## src/rtl/align_regs_defines.svh

```systemverilog
`ifndef ALIGN_REGS_DEFINES_SVH
`define ALIGN_REGS_DEFINES_SVH

// Register indices; the byte address on the bus is four times the index.
`define IDX_QA_ALIGN     18'h30805
`define IDX_QB_ALIGN     18'h30905
`define IDX_QA_PART      18'h30810
`define IDX_QB_PART      18'h30910
`define IDX_QA_MODE      18'h30811
`define IDX_QB_MODE      18'h30911
`define IDX_QA_FIFO      18'h30814
`define IDX_QB_FIFO      18'h30914
`define IDX_CLKSEL       18'h30a00
`define IDX_THR_LO       18'h30a01
`define IDX_THR_HI       18'h30a02
`define IDX_EIGHT_STAT   18'h30a03
`define IDX_IRQ_STAT     18'h30a10
`define IDX_IRQ_EN       18'h30a11
`define IDX_IRQ_CLR      18'h30a12

// Layout of the synchronised status vector.
`define STAT_W           30
`define ST_WORD          0
`define ST_GROUP         8
`define ST_PAIR_OVFL     16
`define ST_QUAD_OVFL     20
`define ST_PAIR_OOS      22
`define ST_QUAD_OOS      26
`define ST_EIGHT_OVFL    28
`define ST_EIGHT_OOS     29

// Field positions inside the control registers.
`define THR_LO_POS       5
`define THR_HI_W         2
`define RESYNC8_BIT      2
`define PART_POS         4

// Interrupt status bit positions.
`define IRQ_WORD         0
`define IRQ_GROUP        1
`define IRQ_PAIR_OVFL    2
`define IRQ_QUAD_OVFL    3
`define IRQ_PAIR_OOS     4
`define IRQ_QUAD_OOS     5
`define IRQ_EIGHT_OVFL   6
`define IRQ_EIGHT_OOS    7

`define RESET_BYTE       8'h00

`endif

```

## src/rtl/align_regs_pkg.sv

```systemverilog
`default_nettype none

package align_regs_pkg;

   // Grouping codes as stored in the field, bit 0 first in printed order.
   typedef enum logic [1:0]
   {
      GROUP_NONE  = 2'h0,
      GROUP_TWIN  = 2'h1,
      GROUP_QUAD  = 2'h2,
      GROUP_EIGHT = 2'h3
   } align_group_type;

   typedef struct packed
   {
      logic [29:0] sync1;
      logic [29:0] sync2;
      logic [29:0] sync3;
      logic [29:0] stat;
      logic [7:0]  clksel;
      logic [2:0]  thr_lo;
      logic [2:0]  ctl_hi;
      logic [7:0]  participate;
      logic [15:0] group_sel;
      logic [7:0]  irq_status;
      logic [7:0]  irq_enable;
      logic        irq;
      logic        resync;
      logic [7:0]  ptr_reset;
      logic        ack;
      logic [31:0] rdata;
   } state_type;

endpackage

`default_nettype wire

```

## src/rtl/serdes_align_status_ctrl_regs.sv

```systemverilog
// The Wishbone slave port was chosen for this implementation.
`include "align_regs_defines.svh"
`default_nettype none

module serdes_align_status_ctrl_regs
#(
   parameter int ADR_W = 20
)
(
   input  wire logic                          mclk_i,
   input  wire logic                          reset_i,
   input  wire logic                          ce_i,
   input  wire logic                          wb_cyc_i,
   input  wire logic                          wb_stb_i,
   input  wire logic                          wb_we_i,
   input  wire logic [ADR_W-1:0]              wb_adr_i,
   input  wire logic [3:0]                    wb_sel_i,
   input  wire logic [31:0]                   wb_dat_i,
   output logic      [31:0]                   wb_dat_o,
   output logic                               wb_ack_o,
   input  wire logic [7:0]                    word_align_done_i,
   input  wire logic [7:0]                    group_align_done_i,
   input  wire logic [3:0]                    pair_fifo_overflow_i,
   input  wire logic [1:0]                    quad_fifo_overflow_i,
   input  wire logic [3:0]                    pair_align_failed_i,
   input  wire logic [1:0]                    quad_align_failed_i,
   input  wire logic                          eight_fifo_overflow_i,
   input  wire logic                          eight_align_failed_i,
   output logic      [1:0]                    quad_a_tx_clk_source_o,
   output logic      [1:0]                    quad_a_rx_clk_source_o,
   output logic      [1:0]                    quad_b_tx_clk_source_o,
   output logic      [1:0]                    quad_b_rx_clk_source_o,
   output logic      [4:0]                    rx_fifo_low_thresh_o,
   output logic      [7:0]                    channel_align_participate_o,
   output align_regs_pkg::align_group_type    align_group_select_o [8],
   output logic                               resync_all_eight_o,
   output logic      [7:0]                    fifo_ptr_reset_o,
   output logic                               irq_o
);
   import align_regs_pkg::*;

   if (ADR_W < 20)
   begin : g_adr_check
      $error("Address bus too narrow for the register map.");
   end

   state_type   st_q;
   state_type   st_d;

   logic [17:0] idx;
   logic        req;
   logic        wr;
   logic [29:0] agree;
   logic [29:0] rise;
   logic [7:0]  ev;
   logic [7:0]  wb;

   assign idx = wb_adr_i[19:2];
   assign wb  = wb_dat_i[7:0];

   // Any rising bit within a slice of the status vector.
   function automatic logic any_rise(input logic [29:0] r, input int pos, input int w);
      logic res;
      res = 1'b0;
      for (int i = 0; i < w; i++)
      begin
         res = res | r[pos + i];
      end
      return res;
   endfunction

   // Status byte of one quad: pair and quad overflow, then pair and quad failure.
   function automatic logic [7:0] fifo_byte(input logic [29:0] s, input int q);
      logic [7:0] res;
      res = 8'h00;
      res[1:0] = s[`ST_PAIR_OVFL + 2 * q +: 2];
      res[2]   = s[`ST_QUAD_OVFL + q];
      res[4:3] = s[`ST_PAIR_OOS + 2 * q +: 2];
      res[5]   = s[`ST_QUAD_OOS + q];
      return res;
   endfunction

   always_comb
   begin
      st_d = st_q;
      req  = wb_cyc_i & wb_stb_i;
      wr   = req & wb_we_i & st_q.ack & wb_sel_i[0];

      // every status bit is synchronised on its own
      st_d.sync1 = {eight_align_failed_i, eight_fifo_overflow_i, quad_align_failed_i,
                    pair_align_failed_i, quad_fifo_overflow_i, pair_fifo_overflow_i,
                    group_align_done_i, word_align_done_i};
      st_d.sync2 = st_q.sync1;
      st_d.sync3 = st_q.sync2;
      agree      = ~(st_q.sync2 ^ st_q.sync3);
      // word and group status follow the channels once stable
      st_d.stat  = (st_q.stat & ~agree) | (st_q.sync3 & agree);
      rise       = st_d.stat & ~st_q.stat;

      ev = 8'h00;
      ev[`IRQ_WORD]       = any_rise(rise, `ST_WORD, 8);
      ev[`IRQ_GROUP]      = any_rise(rise, `ST_GROUP, 8);
      ev[`IRQ_PAIR_OVFL]  = any_rise(rise, `ST_PAIR_OVFL, 4);
      ev[`IRQ_QUAD_OVFL]  = any_rise(rise, `ST_QUAD_OVFL, 2);
      ev[`IRQ_PAIR_OOS]   = any_rise(rise, `ST_PAIR_OOS, 4);
      ev[`IRQ_QUAD_OOS]   = any_rise(rise, `ST_QUAD_OOS, 2);
      ev[`IRQ_EIGHT_OVFL] = rise[`ST_EIGHT_OVFL];
      ev[`IRQ_EIGHT_OOS]  = rise[`ST_EIGHT_OOS];

      if (wr)
      begin
         if (idx == `IDX_CLKSEL)
         begin
            st_d.clksel = wb;
         end
         else if (idx == `IDX_THR_LO)
         begin
            st_d.thr_lo = wb[`THR_LO_POS +: 3];
         end
         else if (idx == `IDX_THR_HI)
         begin
            st_d.ctl_hi = wb[2:0];
         end
         else if (idx == `IDX_QA_PART)
         begin
            st_d.participate[3:0] = wb[`PART_POS +: 4];
         end
         else if (idx == `IDX_QB_PART)
         begin
            st_d.participate[7:4] = wb[`PART_POS +: 4];
         end
         else if (idx == `IDX_QA_MODE)
         begin
            st_d.group_sel[7:0] = wb;
         end
         else if (idx == `IDX_QB_MODE)
         begin
            st_d.group_sel[15:8] = wb;
         end
         else if (idx == `IDX_IRQ_EN)
         begin
            st_d.irq_enable = wb;
         end
      end

      // A new event wins over a clear in the same cycle.
      if (wr && idx == `IDX_IRQ_CLR)
      begin
         st_d.irq_status = (st_q.irq_status & ~wb) | ev;
      end
      else
      begin
         st_d.irq_status = st_q.irq_status | ev;
      end
      st_d.irq = |(st_d.irq_status & st_d.irq_enable);

      // rising edge of the stored bit gives one pulse
      st_d.resync = st_d.ctl_hi[`RESYNC8_BIT] & ~st_q.ctl_hi[`RESYNC8_BIT];
      for (int c = 0; c < 8; c++)
      begin
         // pointers reset for each participating channel in the eight-channel group
         st_d.ptr_reset[c] = st_d.resync & st_d.participate[c] &
                             (st_d.group_sel[2 * c +: 2] == GROUP_EIGHT);
      end

      st_d.ack   = req & ~st_q.ack;
      st_d.rdata = 32'h0000_0000;
      if (req && !st_q.ack && !wb_we_i)
      begin
         if (idx == `IDX_QA_ALIGN)
         begin
            // group status in the upper nibble
            st_d.rdata[7:0] = {st_q.stat[`ST_GROUP +: 4], st_q.stat[`ST_WORD +: 4]};
         end
         else if (idx == `IDX_QB_ALIGN)
         begin
            st_d.rdata[7:0] = {st_q.stat[`ST_GROUP + 4 +: 4], st_q.stat[`ST_WORD + 4 +: 4]};
         end
         else if (idx == `IDX_QA_FIFO)
         begin
            st_d.rdata[7:0] = fifo_byte(st_q.stat, 0);
         end
         else if (idx == `IDX_QB_FIFO)
         begin
            st_d.rdata[7:0] = fifo_byte(st_q.stat, 1);
         end
         else if (idx == `IDX_CLKSEL)
         begin
            st_d.rdata[7:0] = st_q.clksel;
         end
         else if (idx == `IDX_THR_LO)
         begin
            st_d.rdata[7:0] = {st_q.thr_lo, 5'h00};
         end
         else if (idx == `IDX_THR_HI)
         begin
            st_d.rdata[7:0] = {5'h00, st_q.ctl_hi};
         end
         else if (idx == `IDX_EIGHT_STAT)
         begin
            // overflow in bit 0, failure in bit 1
            st_d.rdata[7:0] = {6'h00, st_q.stat[`ST_EIGHT_OOS], st_q.stat[`ST_EIGHT_OVFL]};
         end
         else if (idx == `IDX_QA_PART)
         begin
            st_d.rdata[7:0] = {st_q.participate[3:0], 4'h0};
         end
         else if (idx == `IDX_QB_PART)
         begin
            st_d.rdata[7:0] = {st_q.participate[7:4], 4'h0};
         end
         else if (idx == `IDX_QA_MODE)
         begin
            st_d.rdata[7:0] = st_q.group_sel[7:0];
         end
         else if (idx == `IDX_QB_MODE)
         begin
            st_d.rdata[7:0] = st_q.group_sel[15:8];
         end
         else if (idx == `IDX_IRQ_STAT)
         begin
            st_d.rdata[7:0] = st_q.irq_status;
         end
         else if (idx == `IDX_IRQ_EN)
         begin
            st_d.rdata[7:0] = st_q.irq_enable;
         end
      end
   end

   always_ff @(posedge mclk_i)
   begin
      if (reset_i)
      begin
         st_q <= '0;
      end
      else if (ce_i)
      begin
         st_q <= st_d;
      end
   end

   assign wb_dat_o = st_q.rdata;
   assign wb_ack_o = st_q.ack;
   // field value is the channel index, bit 0 first in printed order
   assign quad_a_tx_clk_source_o = st_q.clksel[1:0];
   assign quad_a_rx_clk_source_o = st_q.clksel[3:2];
   assign quad_b_tx_clk_source_o = st_q.clksel[5:4];
   assign quad_b_rx_clk_source_o = st_q.clksel[7:6];
   // high bits above the low bits
   assign rx_fifo_low_thresh_o   = {st_q.ctl_hi[`THR_HI_W-1:0], st_q.thr_lo};
   assign channel_align_participate_o = st_q.participate;
   for (genvar c = 0; c < 8; c++)
   begin : g_group
      assign align_group_select_o[c] = align_group_type'(st_q.group_sel[2 * c +: 2]);
   end
   assign resync_all_eight_o = st_q.resync;
   assign fifo_ptr_reset_o   = st_q.ptr_reset;
   assign irq_o              = st_q.irq;
endmodule

`default_nettype wire

```

## config.mk

```make
export PLATFORM = sky130hd
export DESIGN_NAME = serdes_align_status_ctrl_regs
export DESIGN_NICKNAME = d
export VERILOG_FILES = /design/src/rtl/align_regs_pkg.sv /design/src/rtl/serdes_align_status_ctrl_regs.sv
export VERILOG_INCLUDE_DIRS = /design/src /design/src/rtl
export SDC_FILE = /design/constraint.sdc
export NUM_CORES = 1
export LEC_CHECK = 0
export ABC_AREA = 1
export BUFFER_PORTS_ARGS = -buffer_cell sky130_fd_sc_hd__buf_4
export CAP_MARGIN = 15
export CORE_ASPECT_RATIO = 1.4
export CORE_MARGIN = 3
export CORE_UTILIZATION = 60
export DETAILED_ROUTE_END_ITERATION = 10
export PLACE_DENSITY = 0.95
export SETUP_SLACK_MARGIN = 0.02
export SYNTH_ARGS = -nofsm -noshare
export SYNTH_HDL_FRONTEND = slang
export SYNTH_SLANG_ARGS = --single-unit
```

## constraint.sdc

```tcl
create_clock -name mclk_i -period 4.7 [get_ports mclk_i]
set_input_delay 1.41 -clock mclk_i [delete_from_list [all_inputs] [get_ports mclk_i]]
set_output_delay 1.41 -clock mclk_i [all_outputs]
set_load 0.01 [all_outputs]
```

==> flow_summary.ini <==
[route]
routed_wl_um = 25400
drt-initial-drc-count = 932
route.detailed.drc = 0
num_vias = 9103
ant_nets = 0
vias_per_cell = 5.74
wl_per_cell_um = 16.0
first_pass_iters = 6

[synth]
avgSynthCellArea_um2 = 7.22
synth-seq-cells = 193
synth-main-ff-cell = dfxtp_1
synth_top_cell_area_share_pct = 39.6
synth_top_cell_by_area = dfxtp_1
ys_types = 51
ys.warnings.count = 0
synth_area_um2 = 9760
synth_edf_count = 0
async_flop_share_pct = 0
seq_area_frac_synth_pct = 39.6
postSynthCellCount = 1351
synthTopCellsByArea = dfxtp_1 40%, o21ai_0 8.7%, nand2_1 7.4%

[critical_path]
path_depth = 7
crit_required_ns = 5.07
max_stage_delay_ns = 0.64
cp.arrival_ns = 3.57
cp_cell_sequence = buf_4, inv_6, nor2_1, inv_1, nor2_2, o21ai_0, a21oi_1
critical_path.top_delay_family = buffers and inverters
critPathCaptureType = register
crit_type = in -> reg
rr_startpoint = wb_ack_o
startpoint = ce_i
reg2regPathDepth = 10
critPathMaxFanout = 90
cp_slowest_cell = buf_4
path_buf_inv = 3
cp-start-kind = input port

[clock_tree]
cts_setup_buffers = 0
htree_levels = 4
worstSkewPairLatency_ns = 0.44
cts_hold_buf = 0
clock-sinks = 193
clkTransAtPathRegs_ns = 0.07
cts_buffer_depth = 2
cts-root-buf = clkbuf_16
post_cts_resized = 0
cts_buffers = 17
cts_tree = yes

[cells_and_area]
fin_nets = 1468
area_growth_syn_to_layout_pct = 10.4
diodes = 0
drive_above_1_share_pct = 16.8
finish.utilization_pct = 68.4

[sta]
worst_pin_slew_ns = 1.02
setup_viol = 0
rsz0062_at_grt = no
slew_viol_final = 0
finalSetupTns_ns = 0
hold_viol = 0
timing.hold.ws_ns = 0.467
fin_ws_ns = 1.50
min_period_ns = 3.20
fin_crit_sh_pct = 68.1
slew_headroom_pct = 31.9
max_freq_mhz = 312
fin_skew_ns = 0.00815

[global_routing]
grt_max_degree = 91
grt_pass1_wl_um = 40500
first_global_vias = 8297
grtUsageTotal_pct = 28.3
antenna_found_initial = 0
grt_overflow = 0

[hold_path]
hp-start = wb_dat_o[2]
min_path_type = reg -> reg
holdPathStages = 2

[pwr]
power_leakage_nw = 4.98
ir_drop_mv = 0.314
power_density_nw_per_um2 = 329

[floorplan]
pin_count = 172
design.core.area_um2 = 15700
die-area_um2 = 17900
rows = 54
die_h_um = 157
initial_utilization_pct = 62.0
dieWidth_um = 114

[placed_design]
io_buffers = 118
hpwl_um = 17600
dp_slack_ns = 1.09
place_congestion = 0.979

[run]
max_cap_violations = 0

[run_status]
status = finished clean
==> cell families after synthesis <==
family,share of synthesized area (%)
compound gates,20.5
other cells,0.0384
buf+inv,14.2
flops,39.6
simple gates,25.4
mux,0.308
==> path summary, 6_finish.rpt <==
check / to / slack [ns]
min reg2reg: wb_dat_o[2] / 0.47
min: wb_dat_o[2] / 0.47
max reg2reg: fifo_ptr_reset_o[5] / 2.56
max: quad_a_tx_clk_source_o[0] / 1.50
==> cell usage in the layout (no fill, tap or decap), drive strengths merged <==
master	count
nor2	212
nand2	203
dfxtp	193
o21ai	192
inv	142
buf	124
a21oi	108
nand3	61
conb	24
clkbuf	19
o211a	17
nand4	17
nor3	15
o22ai	11
o311a	9
clkinv	7
o211ai	5
nor4	5
a211oi	4
mux2i	3
nand3b	3
a221oi	2
o21bai	2
or2	2
o221ai	2
clkinvlp	2
a22oi	1
a22o	1
a21boi	1
o2111ai	1
bufinv	1
==> layout make-up <==
| cell class | instances | area (um^2) |
|---|---|---|
| inverter | 139 | 537 |
| fill | 1235 | 4970 |
| clock buffer | 19 | 453 |
| timing repair buffer | 124 | 931 |
| multi-input combinational | 901 | 4600 |
| clock inverter | 13 | 145 |
| tap | 196 | 245 |
| sequential | 193 | 3860 |
==> worst min-delay path, cell delays in order, from the launching register on <==
cell and delay (ns):
dfxtp_1 0.31, nand2_1 0.06, a21oi_1 0.06
==> metrics by stage <==
step                      instances  total power (W)  instance area [um^2]
after CTS                      1585          0.00355                 10800
after detailed placement       1553          0.00212                 10200
after global routing           1585          0.00367                 10800
after global placement         1553          0.00210                 10200
after floorplan                1374          0.00202                  9850
final                          1585          0.00355                 10800
==> synthesized netlist by cell type (3+ instances only) <==
cell,n
a211oi_1,4
a21oi_1,107
buf_1,3
buf_4,78
buf_6,4
clkbuf_1,55
dfxtp_1,193
inv_1,120
inv_2,14
mux2i_1,3
nand2_1,193
nand2_2,4
nand2_4,6
nand3_1,54
nand3_2,5
nand3b_1,3
nand4_1,15
nor2_1,187
nor2_2,9
nor2_4,11
nor2_8,5
nor3_1,11
nor3_2,3
nor4_2,3
o211a_1,17
o211ai_1,4
o21ai_0,169
o21ai_1,20
o21ai_2,3
o22ai_1,11
o311a_1,9
==> state kept, by name, summed over array words and instances (netlist names), 2 cells and up <==
signal	count
st_q	77
st_d	60
align_group_select_o	16
channel_align_participate_o	8
fifo_ptr_reset_o	8
wb_dat_o	8
rx_fifo_low_thresh_o	5
quad_a_rx_clk_source_o	2
quad_a_tx_clk_source_o	2
quad_b_rx_clk_source_o	2
quad_b_tx_clk_source_o	2
==> where the power goes <==
part	internal, W	total [W]	switching [W]	leakage, nW
logic	0.000120	0.000333	0.000213	3.11
registers	0.00171	0.00176	0.0000544	1.58
clock network	0.000780	0.00146	0.000676	0.288
==> layer usage <==
metal  track usage (%)  up-vias  part of all wire, %
li1                  -     4417                    -
met1              32.3     4163                   36
met2              48.0      430                   50
met3              5.77       93                  7.1
met4              18.0        0                  6.5
met5                 0        -                    0
No activity file was read; power rests on OpenSTA's default activity.
